### config.mk
export PLATFORM = sky130hd
export DESIGN_NAME = sel_error_log
export DESIGN_NICKNAME = d
export VERILOG_FILES = /design/src/core/sel_pkg.sv /design/src/core/sel_ecc_mask.sv /design/src/core/sel_error_log.sv
export SDC_FILE = /design/constraint.sdc
export NUM_CORES = 1
export LEC_CHECK = 0
export BUFFER_PORTS_ARGS = -buffer_cell sky130_fd_sc_hd__buf_2
export CAP_MARGIN = 20
export CORE_MARGIN = 10
export CORE_UTILIZATION = 44
export CTS_BUF_LIST = sky130_fd_sc_hd__clkbuf_8
export DETAILED_ROUTE_END_ITERATION = 6
export MAX_ROUTING_LAYER = met4
export PLACE_DENSITY = 0.78
export SYNTH_ARGS = -nofsm -noshare
export SYNTH_HDL_FRONTEND = slang
export SYNTH_HIERARCHICAL = 1
export SYNTH_SLANG_ARGS = --single-unit
export TNS_END_PERCENT = 30
### constraint.sdc
create_clock -name clock -period 2.7 [get_ports clock]
set_clock_uncertainty 0.2 [all_clocks]
set_input_delay 0.405 -clock clock [delete_from_list [all_inputs] [get_ports clock]]
set_output_delay 0.405 -clock clock [all_outputs]
set_load 0.1 [all_outputs]
### src/core/sel_pkg.sv
// package of register map, field layout and reset values for the sram error log block
package sel_pkg;

  // ----------------------------------------------------------------
  // register byte offsets
  // ----------------------------------------------------------------
  localparam logic [7:0] OFF_ECC_LOG      = 8'h00;
  localparam logic [7:0] OFF_ECC_ADDR     = 8'h04;
  localparam logic [7:0] OFF_ECC_CTX      = 8'h08;
  localparam logic [7:0] OFF_ECC_TEST     = 8'h0C;
  localparam logic [7:0] OFF_ECC_CTRL     = 8'h10;
  localparam logic [7:0] OFF_PAR_CSR      = 8'h14;
  localparam logic [7:0] OFF_PAR_ADDR_LO  = 8'h18;
  localparam logic [7:0] OFF_PAR_ADDR_HI  = 8'h1C;
  localparam logic [7:0] OFF_PAR_CTX_LO   = 8'h20;
  localparam logic [7:0] OFF_PAR_CTX_HI   = 8'h24;
  localparam logic [7:0] OFF_INT_STATUS   = 8'h28;

  // ----------------------------------------------------------------
  // field layout
  // ----------------------------------------------------------------
  localparam int ECC_LOG_SYN_LSB  = 0;
  localparam int ECC_LOG_TYPE_BIT = 8;
  localparam int ECC_LOG_RW_BIT   = 12;
  localparam int ECC_CTRL_UA_LSB  = 0;
  localparam int PAR_CSR_EN_BIT   = 0;
  localparam int PAR_CSR_TYPE_LSB = 4;
  localparam int ST_ECC_FIRST     = 0;
  localparam int ST_ECC_MULTI     = 1;
  localparam int ST_PAR_FIRST     = 8;
  localparam int ST_PAR_MULTI     = 9;

  // ----------------------------------------------------------------
  // widths and reset values
  // ----------------------------------------------------------------
  localparam int SYN_W     = 8;
  localparam int CHK_W     = 8;
  localparam int ADDR_W    = 36;
  localparam int TAG_W     = 32;
  localparam int PTYPE_W   = 4;
  localparam int UPPER_W   = 4;
  localparam logic [31:0] ZERO_WORD = 32'h0000_0000;
  localparam logic [1:0]  RESP_OKAY   = 2'h0;
  localparam logic [1:0]  RESP_SLVERR = 2'h2;

endpackage : sel_pkg

### src/core/sel_ecc_mask.sv
// check-bit corruption stage applied to memory writes under the test mask
module sel_ecc_mask (
  // clock and reset
  input  wire logic                      clock,
  input  wire logic                      rstn,
  // write path
  input  wire logic                      wr_valid,
  input  wire logic [sel_pkg::CHK_W-1:0] chk_in,
  input  wire logic [sel_pkg::CHK_W-1:0] mask,
  // to the array
  output logic                           wr_valid_ff,
  output logic [sel_pkg::CHK_W-1:0]      chk_out_ff
);

  // ----------------------------------------------------------------
  // masked check bits
  // ----------------------------------------------------------------
  // mask check bits
  wire logic [sel_pkg::CHK_W-1:0] nxt_chk = chk_in ^ mask;

  // registered so the array sees one clean cycle of latency
  always_ff @(posedge clock) begin
    if (!rstn) begin
      wr_valid_ff <= 1'b0;
      chk_out_ff  <= '0;
    end else begin
      wr_valid_ff <= wr_valid;
      chk_out_ff  <= nxt_chk;
    end
  end

endmodule : sel_ecc_mask

### src/core/sel_error_log.sv
// sram ecc and parity error log with test mask, axi4-lite slave
module sel_error_log (
  // clock and reset
  input  wire logic                        clock,
  input  wire logic                        rstn,
  // axi4-lite write address
  input  wire logic                        s_awvalid,
  output logic                             s_awready,
  input  wire logic [7:0]                  s_awaddr,
  // axi4-lite write data
  input  wire logic                        s_wvalid,
  output logic                             s_wready,
  input  wire logic [31:0]                 s_wdata,
  input  wire logic [3:0]                  s_wstrb,
  // axi4-lite write response
  output logic                             s_bvalid,
  input  wire logic                        s_bready,
  output logic [1:0]                       s_bresp,
  // axi4-lite read address
  input  wire logic                        s_arvalid,
  output logic                             s_arready,
  input  wire logic [7:0]                  s_araddr,
  // axi4-lite read data
  output logic                             s_rvalid,
  input  wire logic                        s_rready,
  output logic [31:0]                      s_rdata,
  output logic [1:0]                       s_rresp,
  // ecc error report from the checker
  input  wire logic                        ecc_err,
  input  wire logic                        ecc_multi,
  input  wire logic                        ecc_is_write,
  input  wire logic [sel_pkg::SYN_W-1:0]   ecc_syndrome,
  input  wire logic [sel_pkg::ADDR_W-1:0]  ecc_addr,
  input  wire logic [sel_pkg::TAG_W-1:0]   desc_tag,
  // parity error report from the memory ports
  input  wire logic                        par_err,
  input  wire logic [sel_pkg::PTYPE_W-1:0] par_type,
  input  wire logic [sel_pkg::ADDR_W-1:0]  par_addr,
  input  wire logic [sel_pkg::ADDR_W-1:0]  par_ctx_addr,
  // array write path
  input  wire logic                        mem_wr,
  input  wire logic [sel_pkg::CHK_W-1:0]   mem_chk,
  output logic                             mem_wr_ff,
  output logic [sel_pkg::CHK_W-1:0]        mem_chk_ff,
  // parity settings toward the port checkers
  output logic                             par_check_en_ff,
  output logic [31:0]                      par_cfg_ff,
  // status flags
  output logic [3:0]                       err_flags_ff
);

  // ----------------------------------------------------------------
  // log and control state
  // ----------------------------------------------------------------
  logic [sel_pkg::SYN_W-1:0]   syn_ff;
  logic                        etype_ff;
  logic                        erw_ff;
  logic [31:0]                 eaddr_ff;
  logic [sel_pkg::UPPER_W-1:0] eupper_ff;
  logic [sel_pkg::TAG_W-1:0]   etag_ff;
  logic [sel_pkg::CHK_W-1:0]   tmask_ff;
  logic [sel_pkg::PTYPE_W-1:0] ptype_ff;
  logic [31:0]                 paddr_lo_ff;
  logic [sel_pkg::UPPER_W-1:0] paddr_hi_ff;
  logic [31:0]                 pctx_lo_ff;
  logic [sel_pkg::UPPER_W-1:0] pctx_hi_ff;
  logic                        ecc_first_ff;
  logic                        ecc_multi_ff;
  logic                        par_first_ff;
  logic                        par_multi_ff;
  logic [7:0]                  awaddr_ff;
  logic [31:0]                 wdata_ff;
  logic [3:0]                  wstrb_ff;
  logic                        aw_have_ff;
  logic                        w_have_ff;

  // ----------------------------------------------------------------
  // bus decode
  // ----------------------------------------------------------------
  function automatic logic known_off(input logic [7:0] a);
    known_off = (a == sel_pkg::OFF_ECC_LOG)     || (a == sel_pkg::OFF_ECC_ADDR)    ||
                (a == sel_pkg::OFF_ECC_CTX)     || (a == sel_pkg::OFF_ECC_TEST)    ||
                (a == sel_pkg::OFF_ECC_CTRL)    || (a == sel_pkg::OFF_PAR_CSR)     ||
                (a == sel_pkg::OFF_PAR_ADDR_LO) || (a == sel_pkg::OFF_PAR_ADDR_HI) ||
                (a == sel_pkg::OFF_PAR_CTX_LO)  || (a == sel_pkg::OFF_PAR_CTX_HI)  ||
                (a == sel_pkg::OFF_INT_STATUS);
  endfunction : known_off

  function automatic logic [31:0] merge(input logic [31:0] old, input logic [31:0] d,
                                        input logic [3:0] be);
    for (int i = 0; i < 4; i++) begin
      merge[i*8 +: 8] = be[i] ? d[i*8 +: 8] : old[i*8 +: 8];
    end
  endfunction : merge

  // write fires once both halves are held and no response is pending
  wire logic aw_take  = s_awvalid && s_awready;
  wire logic w_take   = s_wvalid && s_wready;
  wire logic wr_go    = aw_have_ff && w_have_ff && !s_bvalid;
  wire logic wr_test  = wr_go && (awaddr_ff == sel_pkg::OFF_ECC_TEST);
  wire logic wr_pcsr  = wr_go && (awaddr_ff == sel_pkg::OFF_PAR_CSR);
  wire logic wr_stat  = wr_go && (awaddr_ff == sel_pkg::OFF_INT_STATUS);
  wire logic rd_take  = s_arvalid && s_arready;
  // status is write-one-to-clear on the flag bits; byte strobes limit which bits clear
  wire logic [31:0] stat_clr = wr_stat ? merge(sel_pkg::ZERO_WORD, wdata_ff, wstrb_ff)
                                       : sel_pkg::ZERO_WORD;

  // ----------------------------------------------------------------
  // capture decisions
  // ----------------------------------------------------------------
  // gate on first flag
  wire logic ecc_log  = ecc_err && !ecc_first_ff;
  wire logic ecc_more = ecc_err && ecc_first_ff;
  wire logic par_seen = par_err && par_check_en_ff;
  wire logic par_log  = par_seen && !par_first_ff;
  wire logic par_more = par_seen && par_first_ff;

  // set wins over a same-cycle clear
  wire logic nxt_ecc_first = ecc_log  || (ecc_first_ff && !stat_clr[sel_pkg::ST_ECC_FIRST]);
  wire logic nxt_ecc_multi = ecc_more || (ecc_multi_ff && !stat_clr[sel_pkg::ST_ECC_MULTI]);
  wire logic nxt_par_first = par_log  || (par_first_ff && !stat_clr[sel_pkg::ST_PAR_FIRST]);
  wire logic nxt_par_multi = par_more || (par_multi_ff && !stat_clr[sel_pkg::ST_PAR_MULTI]);

  // ----------------------------------------------------------------
  // read data assembly
  // ----------------------------------------------------------------
  wire logic [31:0] ecc_log_word = ({31'h0, erw_ff} << sel_pkg::ECC_LOG_RW_BIT) |
                                   ({31'h0, etype_ff} << sel_pkg::ECC_LOG_TYPE_BIT) |
                                   {24'h0, syn_ff};
  wire logic [31:0] par_csr_word = {par_cfg_ff[31:8], ptype_ff, par_cfg_ff[3:1], par_check_en_ff};
  wire logic [31:0] stat_word    = {22'h0, par_multi_ff, par_first_ff, 6'h0,
                                    ecc_multi_ff, ecc_first_ff};
  wire logic [31:0] rd_word =
    (s_araddr == sel_pkg::OFF_ECC_LOG)     ? ecc_log_word :
    (s_araddr == sel_pkg::OFF_ECC_ADDR)    ? eaddr_ff :
    (s_araddr == sel_pkg::OFF_ECC_CTX)     ? etag_ff :
    (s_araddr == sel_pkg::OFF_ECC_TEST)    ? {24'h0, tmask_ff} :
    (s_araddr == sel_pkg::OFF_ECC_CTRL)    ? {28'h0, eupper_ff} :
    (s_araddr == sel_pkg::OFF_PAR_CSR)     ? par_csr_word :
    (s_araddr == sel_pkg::OFF_PAR_ADDR_LO) ? paddr_lo_ff :
    (s_araddr == sel_pkg::OFF_PAR_ADDR_HI) ? {28'h0, paddr_hi_ff} :
    (s_araddr == sel_pkg::OFF_PAR_CTX_LO)  ? pctx_lo_ff :
    (s_araddr == sel_pkg::OFF_PAR_CTX_HI)  ? {28'h0, pctx_hi_ff} :
    (s_araddr == sel_pkg::OFF_INT_STATUS)  ? stat_word : sel_pkg::ZERO_WORD;

  // ----------------------------------------------------------------
  // axi4-lite write channel
  // ----------------------------------------------------------------
  // each half is held until the pair is complete
  always_ff @(posedge clock) begin
    if (!rstn) begin
      aw_have_ff <= 1'b0;
      w_have_ff  <= 1'b0;
      awaddr_ff  <= 8'h00;
      wdata_ff   <= 32'h0000_0000;
      wstrb_ff   <= 4'h0;
    end else begin
      if (aw_take) begin
        aw_have_ff <= 1'b1;
        awaddr_ff  <= s_awaddr;
      end else if (wr_go) begin
        aw_have_ff <= 1'b0;
      end
      if (w_take) begin
        w_have_ff <= 1'b1;
        wdata_ff  <= s_wdata;
        wstrb_ff  <= s_wstrb;
      end else if (wr_go) begin
        w_have_ff <= 1'b0;
      end
    end
  end

  // ready only while the slot is empty
  always_ff @(posedge clock) begin
    if (!rstn) begin
      s_awready <= 1'b0;
      s_wready  <= 1'b0;
      s_bvalid  <= 1'b0;
      s_bresp   <= 2'h0;
    end else begin
      s_awready <= !aw_have_ff && !aw_take && !s_awready;
      s_wready  <= !w_have_ff && !w_take && !s_wready;
      if (wr_go) begin
        s_bvalid <= 1'b1;
        s_bresp  <= known_off(awaddr_ff) ? sel_pkg::RESP_OKAY : sel_pkg::RESP_SLVERR;
      end else if (s_bready) begin
        s_bvalid <= 1'b0;
      end
    end
  end

  // ----------------------------------------------------------------
  // axi4-lite read channel
  // ----------------------------------------------------------------
  always_ff @(posedge clock) begin
    if (!rstn) begin
      s_arready <= 1'b0;
      s_rvalid  <= 1'b0;
      s_rdata   <= 32'h0000_0000;
      s_rresp   <= 2'h0;
    end else begin
      s_arready <= !s_rvalid && !rd_take && !s_arready;
      if (rd_take) begin
        s_rvalid <= 1'b1;
        s_rdata  <= rd_word;
        s_rresp  <= known_off(s_araddr) ? sel_pkg::RESP_OKAY : sel_pkg::RESP_SLVERR;
      end else if (s_rready) begin
        s_rvalid <= 1'b0;
      end
    end
  end

  // ----------------------------------------------------------------
  // software-written settings
  // ----------------------------------------------------------------
  // merged words are formed first, since a function result cannot be sliced in place
  wire logic [31:0] nxt_test_word = merge({24'h0, tmask_ff}, wdata_ff, wstrb_ff);
  wire logic [31:0] nxt_pcsr_word = merge(par_csr_word, wdata_ff, wstrb_ff);

  always_ff @(posedge clock) begin
    if (!rstn) begin
      tmask_ff        <= '0;
      par_check_en_ff <= 1'b0;
      par_cfg_ff      <= 32'h0000_0000;
    end else begin
      if (wr_test) begin
        tmask_ff <= nxt_test_word[sel_pkg::CHK_W-1:0];
      end
      if (wr_pcsr) begin
        par_check_en_ff <= nxt_pcsr_word[sel_pkg::PAR_CSR_EN_BIT];
        par_cfg_ff      <= nxt_pcsr_word;
      end
    end
  end

  // ----------------------------------------------------------------
  // ecc capture
  // ----------------------------------------------------------------
  // hold until first flag cleared
  always_ff @(posedge clock) begin
    if (!rstn) begin
      syn_ff    <= '0;
      etype_ff  <= 1'b0;
      erw_ff    <= 1'b0;
      eaddr_ff  <= 32'h0000_0000;
      eupper_ff <= '0;
      etag_ff   <= '0;
    end else if (ecc_log) begin
      syn_ff    <= ecc_syndrome;
      etype_ff  <= ecc_multi;
      erw_ff    <= ecc_is_write;
      eaddr_ff  <= ecc_addr[31:0];
      eupper_ff <= ecc_addr[sel_pkg::ADDR_W-1:32];
      etag_ff   <= desc_tag;
    end
  end

  // ----------------------------------------------------------------
  // parity capture
  // ----------------------------------------------------------------
  // address pairs belong to the logged type
  always_ff @(posedge clock) begin
    if (!rstn) begin
      ptype_ff    <= '0;
      paddr_lo_ff <= 32'h0000_0000;
      paddr_hi_ff <= '0;
      pctx_lo_ff  <= 32'h0000_0000;
      pctx_hi_ff  <= '0;
    end else if (par_log) begin
      ptype_ff    <= par_type;
      paddr_lo_ff <= par_addr[31:0];
      paddr_hi_ff <= par_addr[sel_pkg::ADDR_W-1:32];
      pctx_lo_ff  <= par_ctx_addr[31:0];
      pctx_hi_ff  <= par_ctx_addr[sel_pkg::ADDR_W-1:32];
    end
  end

  // ----------------------------------------------------------------
  // status flags
  // ----------------------------------------------------------------
  always_ff @(posedge clock) begin
    if (!rstn) begin
      ecc_first_ff <= 1'b0;
      ecc_multi_ff <= 1'b0;
      par_first_ff <= 1'b0;
      par_multi_ff <= 1'b0;
      err_flags_ff <= 4'h0;
    end else begin
      ecc_first_ff <= nxt_ecc_first;
      ecc_multi_ff <= nxt_ecc_multi;
      par_first_ff <= nxt_par_first;
      par_multi_ff <= nxt_par_multi;
      err_flags_ff <= {nxt_par_multi, nxt_par_first, nxt_ecc_multi, nxt_ecc_first};
    end
  end

  // ----------------------------------------------------------------
  // check-bit masking toward the array
  // ----------------------------------------------------------------
  // corrupted check bits make later reads fail
  sel_ecc_mask u_mask (
    .clock       (clock),
    .rstn        (rstn),
    .wr_valid    (mem_wr),
    .chk_in      (mem_chk),
    .mask        (tmask_ff),
    .wr_valid_ff (mem_wr_ff),
    .chk_out_ff  (mem_chk_ff)
  );

endmodule : sel_error_log

==> metrics list, run 1 <==
- At the end of the flow, the number of nets in the layout was 2293.
- Entering global routing, the biggest net connects 108 pins.
* Final Hold Fails: 0
* Area of the core region: 0.02863 sq mm
- Hold path start: s_araddr[1]
- Among cell families on the critical path, the largest total delay comes from flip-flops.
- The die is 189.9 microns wide.
- The max-slew violation total from the final report is 0.
- Number of optimization iterations in the first detailed-route pass: 5
- The path class of the tightest hold or removal check is input pin to register.
* Number of clock sinks: a little under 300
- Final setup violation count: 0
* Post-synthesis area per instance: just over 8 sq um
- Fmax: 434.2 MHz
- After synthesis the cells add up to 0.01270 sq mm.
- On the final layout, the worst hold slack is 124.0 ps.
- Of the post-synthesis cell area, the dominant cell type holds 46.01%.
- Summed over all layers, the global routing overflow is 0.
- Largest cells by area after synthesis: sky130_fd_sc_hd__dfxtp_1 46%, sky130_fd_sc_hd__nand2_1 15%, sky130_fd_sc_hd__a21boi_0 14%, sky130_fd_sc_hd__clkbuf_1 2.5%, sky130_fd_sc_hd__nand3_1 2.4%
- Final Instance Count excl. Fillers: 2499
* Std cell rows: 62
- Placed insts: approximately 2.2k
* CP startpoint: err_flags_ff[2]$_SDFF_PN0_
* Post-CTS clock slew at the launch and capture registers of the worst setup and hold paths: approximately 60 ps
* Remaining design rule violation count: 0
* Worst max-slew margin expressed relative to the limit: 40.23%
- Share of flip-flops with an asynchronous set or reset after synthesis: 0%
- Max-capacitance violation count: 0
- Run status: complete, no violations
- Final total negative setup slack: 0 ps
- The longest clock path from root to sink contains 3 buffers.
- Once the floorplan was initialized, standard cells occupied 44.38% of the core.
* CTS tree: built
- Walking the worst path, the cells encountered are buf_2.
* R2R Path Start: awaddr_ff[7]$_SDFFE_PN0P_
- The final route contains roughly 13k vias.
* Die area: 0.03607 sq mm
- STA puts the critical path data arrival time at about 1700 ps.
- Relative area change from synthesis to final layout: 40.15%
- The netlist uses between 60 and 70 different library cells.
* Critical-path maximum fanout: 6
- Buffers & Inverters on Critical Path: 1
- Overall fraction of global-route tracks in use: 27.63%
- Counting cells, the worst reg-to-reg path comes to 5.
- In this run, the number of DRC markers left after iteration 0 of detailed routing was between 1k and 1.5k.
- STA classifies the critical path endpoint as an output pin.
- Predominant post-synthesis flop cell: sky130_fd_sc_hd__dfxtp_1
* Final antenna-violating net count: 0
- The biggest area contributor in the post-synthesis netlist is sky130_fd_sc_hd__dfxtp_1.
* Clk root buf: sky130_fd_sc_hd__clkbuf_8
* Worst reg-to-reg setup slack: between 500 and 600 ps
- TritonCTS created 50 clock buffers.
- Number of flops mapped to enable cells by yosys: 0
- Setup repair after global routing left no endpoint under its margin.
* Count of port buffers added during placement: 308
- The endpoint identified for the worst register-to-register timing path is par_cfg_ff[9]$_SDFFE_PN0P_.
- In this run the number of cells on the critical path is 1.
* Number of ports placed on the die boundary: 311
* Slowest CP cell: sky130_fd_sc_hd__dfxtp_1
* Number of global-route vias before repair: roughly 14k
* Worst setup path endpoint: err_flags_ff[2]
- Worst skew pair latency: approximately 590 ps
- The post-route netlist has between 20 and 25% of its cells at a drive strength greater than 1.
- The final critical path takes up roughly 85% of the cycle.
- At the pin with the least slew margin, the transition time is roughly 900 ps.
* Critical Path RT: 2100 ps
- Avg WL per Cell: ~20 microns
* Startpoint type of the worst setup path: register
- Leak: 7.124 nW
- Synthesized netlist cell count: 1571
- The first global-routing pass estimated 77310 microns of wire.
* Via/cell ratio: 5.391
- Initial antenna violation count: 12
- Total number of H-tree levels: 2
* Power density cells: 536.3 mW/mm^2
* Aggregate routed wire length: 50200 microns
* Share of synthesized area occupied by flip-flops and latches: a little under half
- For the finished layout, the period the worst path requires is 2303 ps.
* Synth warnings: 6
- The worst-case IR drop observed on VDD is 526.6 uV.
* Max incr delay on CP: 590 ps
- From bottom edge to top edge, the die measures around 190 microns.
- RD Place Congestion: between 1 and 1.5
* Number of flip-flops and latches in the synthesized netlist: 292
- Summed over all nets, the half-perimeter wirelength after detailed placement is approximately 34000 microns.
- Measured on the finished design, the core utilization comes to 62.20%.
* Type of the setup path with the least slack: register to output pin
## worst reg2reg max path, cell delays in order, from the launching register on
cell and delay (ps):
sky130_fd_sc_hd__dfxtp_1 320, sky130_fd_sc_hd__or4_4 580, sky130_fd_sc_hd__nor3_4 350, sky130_fd_sc_hd__and2_1 360
sky130_fd_sc_hd__nand2_1 100, sky130_fd_sc_hd__a21boi_0 190
## layout by cell type, fill, tap and decap left out, types with 21 or more instances in the layout
master and instances:
sky130_fd_sc_hd__buf_2 307, sky130_fd_sc_hd__nor3_1 30, sky130_fd_sc_hd__nand3_1 62, sky130_fd_sc_hd__dfxtp_1 292, sky130_fd_sc_hd__o21ai_0 45, sky130_fd_sc_hd__nand2_1 501
sky130_fd_sc_hd__clkbuf_8 61, sky130_fd_sc_hd__a22o_1 21, sky130_fd_sc_hd__a21oi_1 59, sky130_fd_sc_hd__a21boi_0 230, sky130_fd_sc_hd__buf_4 33, sky130_fd_sc_hd__o21ai_1 22
sky130_fd_sc_hd__dlygate4sd3_1 220
## layer usage
| layer | up-vias | track usage, % | routed length, microns |
|---|---|---|---|
| li1 | 6344 | - | - |
| met1 | 6318 | 34.14 | 20750 |
| met2 | 655 | 42.28 | 22890 |
| met3 | 155 | 6.628 | 4476 |
| met4 | 0 | 12.03 | 2075 |
| met5 | - | - | 0 |
## flip-flops by register name (all words and copies together), names as in the netlist, 32 cells and up
name	flops
s_rdata	32
par_cfg_ff	32
paddr_lo_ff	32
pctx_lo_ff	32
etag_ff	32
wdata_ff	32
eaddr_ff	32
## synthesized netlist by cell type, types with 6 or more instances
cell / n
sky130_fd_sc_hd__nand2_1: 501
sky130_fd_sc_hd__and2_1: 15
sky130_fd_sc_hd__buf_2: 15
sky130_fd_sc_hd__a21boi_0: 230
sky130_fd_sc_hd__nand3_1: 62
sky130_fd_sc_hd__nor2_1: 16
sky130_fd_sc_hd__dfxtp_1: 292
sky130_fd_sc_hd__a22o_1: 21
sky130_fd_sc_hd__buf_4: 9
sky130_fd_sc_hd__buf_1: 11
sky130_fd_sc_hd__nor2b_1: 18
sky130_fd_sc_hd__clkbuf_1: 86
sky130_fd_sc_hd__o21ai_0: 45
sky130_fd_sc_hd__nor3_1: 31
sky130_fd_sc_hd__o21ai_1: 22
sky130_fd_sc_hd__a21oi_1: 59
sky130_fd_sc_hd__xor2_1: 8
sky130_fd_sc_hd__mux2i_1: 18
sky130_fd_sc_hd__nand2b_1: 7
sky130_fd_sc_hd__o211a_1: 6
## how the worst min path moves through the flow
stage	to	slack [ps]	depth (start not counted)
after global routing	s_rresp[1]$_SDFFE_PN0P_	130	3
final	s_rdata[30]$_SDFFE_PN0P_	120	4
after detailed placement	s_awready$_SDFF_PN0_	240	1
after global placement	s_awready$_SDFF_PN0_	240	1
after CTS	s_rresp[1]$_SDFFE_PN0P_	80	3
after floorplan	s_awready$_SDFF_PN0_	210	1
## cell families after synthesis
family          share of synthesized area, %
other cells                          0.02952
buf+inv                                4.432
simple gates                           23.52
compound gates                         23.86
flops                                  46.01
mux                                    1.595
xor+xnor                              0.5515
## report_power, final
part | internal, mW | leakage [nW] | switching (mW)
Clock | 2.02 | 0.540 | 1.80
Combinational | 0.533 | 4.21 | 0.671
Sequential | 4.43 | 2.37 | 0.0948
Total | 6.99 | 7.12 | 2.56
## area by class of cell
| type | instances | area (sq um) |
|---|---|---|
| fillers | 2312 | 10820 |
| multi-input cells | 1150 | 6334 |
| flip-flops and latches | 292 | 5846 |
| repair buffers | 569 | 4149 |
| clock buffers | 61 | 839.6 |
| well taps | 384 | 480.5 |
| clock inverters | 21 | 95.09 |
| diodes | 16 | 40.04 |
| inverters | 6 | 22.52 |
## through the flow
stage / setup slack, ps / power (mW) / cell area (sq um)
after global placement: 86.12 / 5.512 / 14620
after floorplan: 276.9 / 5.158 / 12710
after detailed placement: 212.4 / 5.527 / 14630
after global routing: 347.5 / 9.872 / 17800
final: 396.9 / 9.550 / 17810
after CTS: 405.9 / 9.533 / 17770
## what timing repair did
action / in CTS / in global routing
hold buffers: 220 / 0
setup buffers: 0 / 0
endpoints found under the hold margin: 216 / 0
resized for setup: 0 / 0
(Power assumes the default switching activity.)
==> run 2, diff against run 1 <==
--- a/config.mk
+++ b/config.mk
@@ -9,10 +9,11 @@
 export CAP_MARGIN = 20
 export CORE_MARGIN = 10
 export CORE_UTILIZATION = 44
-export CTS_BUF_LIST = sky130_fd_sc_hd__clkbuf_8
+export CTS_BUF_LIST = sky130_fd_sc_hd__clkbuf_16
 export DETAILED_ROUTE_END_ITERATION = 6
 export MAX_ROUTING_LAYER = met4
 export PLACE_DENSITY = 0.78
+export SLEW_MARGIN = 20
 export SYNTH_ARGS = -nofsm -noshare
 export SYNTH_HDL_FRONTEND = slang
 export SYNTH_HIERARCHICAL = 1
==> constraint.sdc (replaced) <==
create_clock -name clock -period 2.7 [get_ports clock]
set_clock_uncertainty 0.2 [all_clocks]
set_input_delay 0.135 -clock clock [delete_from_list [all_inputs] [get_ports clock]]
set_output_delay 0.135 -clock clock [all_outputs]
set_load 0.1 [all_outputs]
==> run 2 against run 1 <==
Effect of this change:
- sequential cell count unchanged
- critical path type is now input pin to register
- total power up 2.7%
- non-clock buffer count is 109 higher
- final cell count grew 3.2%
- design area increased by 6.1%
- clock power rose by 5%
==> metrics list, run 2 (synthesis gave the netlist of run 1 again) <==
- Run status: complete, no violations
* Initial antenna violation count: 14
* Type of the setup path with the least slack: input pin to register
- Of all nets on the critical path, the largest fanout is 10.
- Via count: 14.29k
* Final global-route overflow total: 0
* Largest vdd supply drop: approximately 450 uV
- Counting the buffers created by CTS gives 31.
* Worst max-slew margin expressed relative to the limit: 45.92%
- Max Transition Viols Final: 0
- For the finished layout, the period the worst path requires is 2629 ps.
* Leak: approximately 7.6 nW
- Power density cells: 519.5 mW/mm^2
- Initial DRC Count: 1405
- Horizontal extent of the die: 189.9 microns
- Startpoint type of the worst setup path: input pin
- Remaining design rule violation count: 0
* Fillers: ~2.1k
- Post-CTS repair timing setup buffer count: 0
* Std cell rows: 62
- Avg WL per Cell: 20.69 microns
- The library cell used most frequently in the layout, excluding fill and tap cells, is sky130_fd_sc_hd__nand2_1.
- In this run the deepest clock path goes through 3 buffers.
* Final total negative setup slack: 0 ps
- Cells fill 65.97% of the core in the end.
* Max-capacitance violation count: 0
* CTS tree: built
* Pin count of the biggest net entering global routing: between 150 and 200
- Final Hold Fails: 0
* Clk root buf: sky130_fd_sc_hd__clkbuf_16
* RD Place Congestion: 1.043
- For the worst setup path, the data required time is ~3000 ps.
- Number of global-route vias before repair: 14.41k
* Post-CTS clock slew at the launch and capture registers of the worst setup and hold paths: 60 ps
* Wire length of the first global-routing pass: 81290 microns
* Number of ports placed on the die boundary: 311
- The post-route netlist has 18.52% of its cells at a drive strength greater than 1.
- Min-delay worst type: input pin to register
* Via/cell ratio: 5.542
- Buffers placed on the I/O ports in this run total 308.
- Die area: between 0.03 and 0.04 sq mm
- Aggregate routed wire length: 53350 microns
- Overall fraction of global-route tracks in use: 29.15%
* Estimated wirelength of the detail-placed design: approximately 34000 microns
* RSZ-0062 raised after global routing: no
* Final setup violation count: 0
- Derived from the worst setup path, the maximum achievable clock frequency is 380.4 MHz.
- Starting density of the core: 44.38%
- Number of clock sinks: 292
- At the pin with the least slew margin, the transition time is 810.3 ps.
- Fin crit share: a little over nine tenths
- After the last flow step, the layout net total stands at 2383.
* Final antenna-violating net count: 0
- For the worst-skew pair, the clock arrives at the later sink with an insertion delay of 560 ps.
- Area of the core region: approximately 0.029 sq mm
- The first detailed-routing pass took 6 iterations.
- Relative area change from synthesis to final layout: 48.64%
- Total number of H-tree levels: 1
* Chip Height: 189.9 microns
* Category of the worst setup path capture point: register
* Data arrival time of the critical path: 2880 ps
- Commonest cells after routing, fill and taps aside: 501 x sky130_fd_sc_hd__nand2_1, 333 x sky130_fd_sc_hd__dlygate4sd3_1, 307 x sky130_fd_sc_hd__buf_2
## run 2: timing repair
item                                    CTS  global route
endpoints found under the setup margin    0             0
endpoints found under the hold margin   224             0
gates resized for setup                   0             0
hold buffers                            333             0
## run 2: metal layers
metal	routed length (microns)	global-route usage (%)	vias up
li1	-	-	6529
met1	20830	35.16	6654
met2	24200	44.60	865
met3	5119	6.811	245
met4	3212	15.32	0
met5	0	-	-
## run 2: layout make-up
class / instances / area, sq um / area share (%)
well taps: 384 / 480.5 / 2.544
clock buffers: 31 / 775.7 / 4.108
clock inverters: 24 / 155.1 / 0.8216
diodes: 14 / 35.03 / 0.1855
flip-flops and latches: 292 / 5846 / 30.95
multi-input cells: 1150 / 6336 / 33.55
repair buffers: 678 / 5234 / 27.71
inverters: 6 / 22.52 / 0.1193
## run 2: power breakdown
group          internal (mW)  switching, mW  total, mW
logic                  0.587          0.697       1.28
registers               4.43         0.0957       4.53
clock network           2.25           1.75       4.00
total                   7.27           2.54       9.81
## run 2: path summary, 6_finish.rpt
path         slack [ps]                          end                       start  depth (start not counted)
max                  70      s_rdata[8]$_SDFFE_PN0P_                 s_araddr[5]                          9
min                 100      s_rresp[1]$_SDFFE_PN0P_                 s_araddr[4]                          3
max reg2reg         160  paddr_lo_ff[9]$_SDFFE_PN0P_  err_flags_ff[2]$_SDFF_PN0_                          5
min reg2reg         260         s_arready$_SDFF_PN0_        s_arready$_SDFF_PN0_                          1
## run 2: worst max-delay path: stages
cell                            delay [ps]
sky130_fd_sc_hd__dlygate4sd3_1         530
sky130_fd_sc_hd__buf_2                 170
sky130_fd_sc_hd__or4_1                 570
sky130_fd_sc_hd__buf_4                 200
sky130_fd_sc_hd__nor3_4                270
sky130_fd_sc_hd__a21oi_1               150
sky130_fd_sc_hd__a22oi_1               180
sky130_fd_sc_hd__o21ai_1                90
sky130_fd_sc_hd__dlygate4sd3_1         570
## run 2: through the flow
step / total power [mW] / worst slack, ps / instance area, sq um / hold WS (ps) / instances
4_1_cts: 9.743 / 115.3 / 18850 / 73.64 / 2565
6_report: 9.811 / 70.90 / 18880 / 104.1 / 2579
2_1_floorplan: 5.158 / 276.9 / 12710 / 56.71 / 1572
3_3_place_gp: 5.502 / 423.2 / 14580 / 140.8 / 2177
3_5_place_dp: 5.517 / 491.2 / 14590 / 155.3 / 2177
5_1_grt: 10.10 / 3.114 / 18880 / 113.3 / 2579
==> run 3, diff against run 2 <==
--- a/config.mk
+++ b/config.mk
@@ -16,6 +16,5 @@
 export SLEW_MARGIN = 20
 export SYNTH_ARGS = -nofsm -noshare
 export SYNTH_HDL_FRONTEND = slang
-export SYNTH_HIERARCHICAL = 1
 export SYNTH_SLANG_ARGS = --single-unit
 export TNS_END_PERCENT = 30
==> run 3 against run 2 <==
Effect of this change:
- clock-buffer cell count did not move
- worst hold slack got worse by 83 ps
- global-route usage fell by 1.8 points
- wire length fell by 5.3%
- sequential power barely moved
- non-clock buffer count fell by 60
==> metrics list, run 3 <==
* Total number of nets in the final design: 2301
- Via/cell ratio: 5.482
- Ratio of cells with drive above 1 in the final layout: 19.00%
- Horizontal extent of the die: 190.2 microns
- Largest cells by area after synthesis: sky130_fd_sc_hd__dfxtp_1 46%, sky130_fd_sc_hd__nand2_1 14%, sky130_fd_sc_hd__a21boi_0 14%, sky130_fd_sc_hd__clkbuf_1 3.0%, sky130_fd_sc_hd__a21oi_1 2.7%
- In the synthesized netlist the dominant register cell turns out to be sky130_fd_sc_hd__dfxtp_1.
- Number of flip-flops and latches in the synthesized netlist: 292
- Together, buffers and inverters on the worst path number 2.
- Post-synth top area cell: sky130_fd_sc_hd__dfxtp_1
* Tmin final: approximately 2500 ps
* Area of the core region: 0.02863 sq mm
* RD Place Congestion: approximately 0.95
- The max-slew violation total from the final report was 0.
* Critical-path maximum fanout: 11
* Total number of H-tree levels: 1
- Final Instance Count excl. Fillers: 2498
- Fin crit share: 93.83%
* Synthesized netlist cell count: 1562
* Number of clock sinks: 292
- In this run, distinct cell masters in the synthesized netlist total 60.
- Std cell rows: a little over 60
- Starting density of the core: 44.55%
- The final layout contains routed wiring with a total length of 50520 microns.
- Max-cap violations in this run came to 0.
- Summed over all layers, the global routing overflow is 0.
- Run status: complete, no violations
- Critical Path RT: around 3000 ps
- Clock latency on the worst-skew pair, taken at its later pin, is 570 ps.
- Summing over every cut layer, the via total after detailed routing is 13.70k.
- Initial antenna violation count: 12
- Final setup violation count: 0
- Top cell by count, worst path: sky130_fd_sc_hd__dlygate4sd3_1
* Initial DRC Count: approximately 1.3k
* Startpoint type of the worst setup path: register
* Category of the worst setup path capture point: register
* Count of port buffers added during placement: 308
- Summing the sequential cell areas from Yosys gives 45.84% of the chip area.
- Number of optimization iterations in the first detailed-route pass: 5
- RSZ-0062 raised after global routing: no
* Portion of synthesized cell area occupied by the leading cell type: 45.84%
- The count of endpoints failing hold in the final timing report is 0.
- From synthesis to final layout, the design area changed by 43.98%.
- Post-route worst setup slack: 166.7 ps
- The floorplan step defined a die boundary enclosing 0.03619 sq mm.
- For the pin with the worst max-slew slack, the measured transition is 1089 ps.
- The library cells used most frequently in the layout, excluding fill and tap cells, are 467 x sky130_fd_sc_hd__nand2_1, 307 x sky130_fd_sc_hd__buf_2, 292 x sky130_fd_sc_hd__dfxtp_1.
- TritonCTS built the clock tree.
- Fmax: 394.7 MHz
* Most frequent standard cell in the layout excluding fill and tap cells: sky130_fd_sc_hd__nand2_1
* Power density cells: 536.0 mW/mm^2
* Type of the setup path with the least slack: register to register
* Max incr delay on CP: approximately 590 ps
- Entering global routing, the biggest net connects 265 pins.
- Avg WL per Cell: just over 20 microns
* Synth warnings: 0
- The critical path starts at s_wready$_SDFF_PN0_.
- After synthesis the cells add up to 0.01275 sq mm.
- Min-delay worst type: input pin to register
- Number of ports placed on the die boundary: a little over 300
* Post-CTS clock slew at the launch and capture registers of the worst setup and hold paths: 60 ps
* Worst max-slew margin expressed relative to the limit: 27.39%
* Most frequent cells after synthesis: 467 x sky130_fd_sc_hd__nand2_1, 292 x sky130_fd_sc_hd__dfxtp_1, 231 x sky130_fd_sc_hd__a21boi_0, 102 x sky130_fd_sc_hd__clkbuf_1, 69 x sky130_fd_sc_hd__a21oi_1
- Traced cell by cell, the critical path runs through and2_1, nand2_1, dlygate4sd3_1, a21boi_0, dlygate4sd3_1.
- TritonCTS Buffers: 31
* Clk root buf: sky130_fd_sc_hd__clkbuf_16
- Overall fraction of global-route tracks in use: 27.33%
* Leak: 7.360 nW
- Chip Height: approximately 190 microns
- Share of flip-flops with an asynchronous set or reset after synthesis: 0%
- The detail route stage leaves a number of antenna-violating nets equal to 0.
- Placed insts: 2147
- Worst slack at placement: 435.6 ps
* Wire length of the first global-routing pass: 77360 microns
* Largest vdd supply drop: 424.6 uV
* Number of buffers on the longest clock path: 3
* Final total negative setup slack: 0 ps
* Leading cell type by number of instances after synthesis: sky130_fd_sc_hd__nand2_1
- The worst hold path begins at s_araddr[0].
- The worst register-to-register path begins at s_wready$_SDFF_PN0_.
- After detailed routing, the number of remaining DRC violations is 0.
* Estimated wirelength of the detail-placed design: about 32000 microns
- For the worst setup path, the data arrival time is roughly 2800 ps.
* Slowest CP cell: sky130_fd_sc_hd__dlygate4sd3_1
- Among cell families on the critical path, the largest total delay comes from buffers and inverters.
- Post-synthesis area per instance: 8.164 sq um
- Number of flops mapped to enable cells by yosys: 0
* Fraction of the core area covered by cells at the end of the flow: 64.14%
* Worst hold slack across all endpoints: 21.54 ps
* Number of global-route vias before repair: 13.74k
* Post-CTS repair timing setup buffer count: 0
==> run 3: report_power, final <==
part	total (mW)	switching, mW	internal, mW
Sequential	4.52	0.0918	4.42
Combinational	1.21	0.630	0.579
Clock	4.12	1.77	2.35
Total	9.84	2.49	7.35
==> run 3: path summary, 6_finish.rpt <==
path | to | slack, ps | cells past startpoint
min | s_rdata[1]$_SDFFE_PN0P_ | 20 | 5
max | wdata_ff[6]$_SDFFE_PN0P_ | 170 | 5
max reg2reg | wdata_ff[6]$_SDFFE_PN0P_ | 170 | 5
min reg2reg | s_arready$_SDFF_PN0_ | 250 | 1
==> run 3: tightest hold or removal path: stages <==
cell	delay, ps
sky130_fd_sc_hd__buf_2	180
sky130_fd_sc_hd__nor4_2	120
sky130_fd_sc_hd__nand2_1	90
sky130_fd_sc_hd__nor2_1	50
sky130_fd_sc_hd__o31ai_2	170
==> run 3: cells by family (layout without fill, tap and decap cells) <==
group	after synthesis	in the layout	synth area share [%]
multiplexers	28	28	2.217
other	1	16	0.02941
AO/OA/AOI/OAI	461	461	25.33
AND/OR/NAND/NOR	628	628	21.31
buffers and inverters	144	681	4.719
flip-flops	292	292	45.84
XOR/XNOR	8	8	0.5495
==> run 3: layout make-up <==
class / count / area, sq um
inverter: 7 / 26.28
multi-input combinational: 1127 / 6361
sequential: 292 / 5846
clock buffer: 31 / 775.7
fill: 2260 / 10260
timing repair buffer: 618 / 4653
clock inverter: 25 / 182.7
antenna: 14 / 35.03
tap: 384 / 480.5
==> run 3: stage by stage <==
step / cell area, sq um / power [mW]
3_5_place_dp: 14550 / 5.465
5_1_grt: 18360 / 10.15
2_1_floorplan: 12760 / 5.116
6_report: 18360 / 9.841
3_3_place_gp: 14550 / 5.455
4_1_cts: 18320 / 9.816
==> run 3: timing repair <==
action | CTS | global route
resized for setup | 0 | 1
endpoints found under the setup margin | 0 | 1
endpoints found under the hold margin | 223 | 0
hold buffers | 281 | 0
==> run 3: routing by layer <==
layer	share of wire [%]	vias to the layer above	global-route usage (%)	wire (microns)
met5	0	-	-	0
met4	5.0	0	13.45	2516
met1	43	6408	36.05	21910
met3	8.4	180	4.773	4256
li1	-	6355	-	-
met2	43	752	39.74	21840
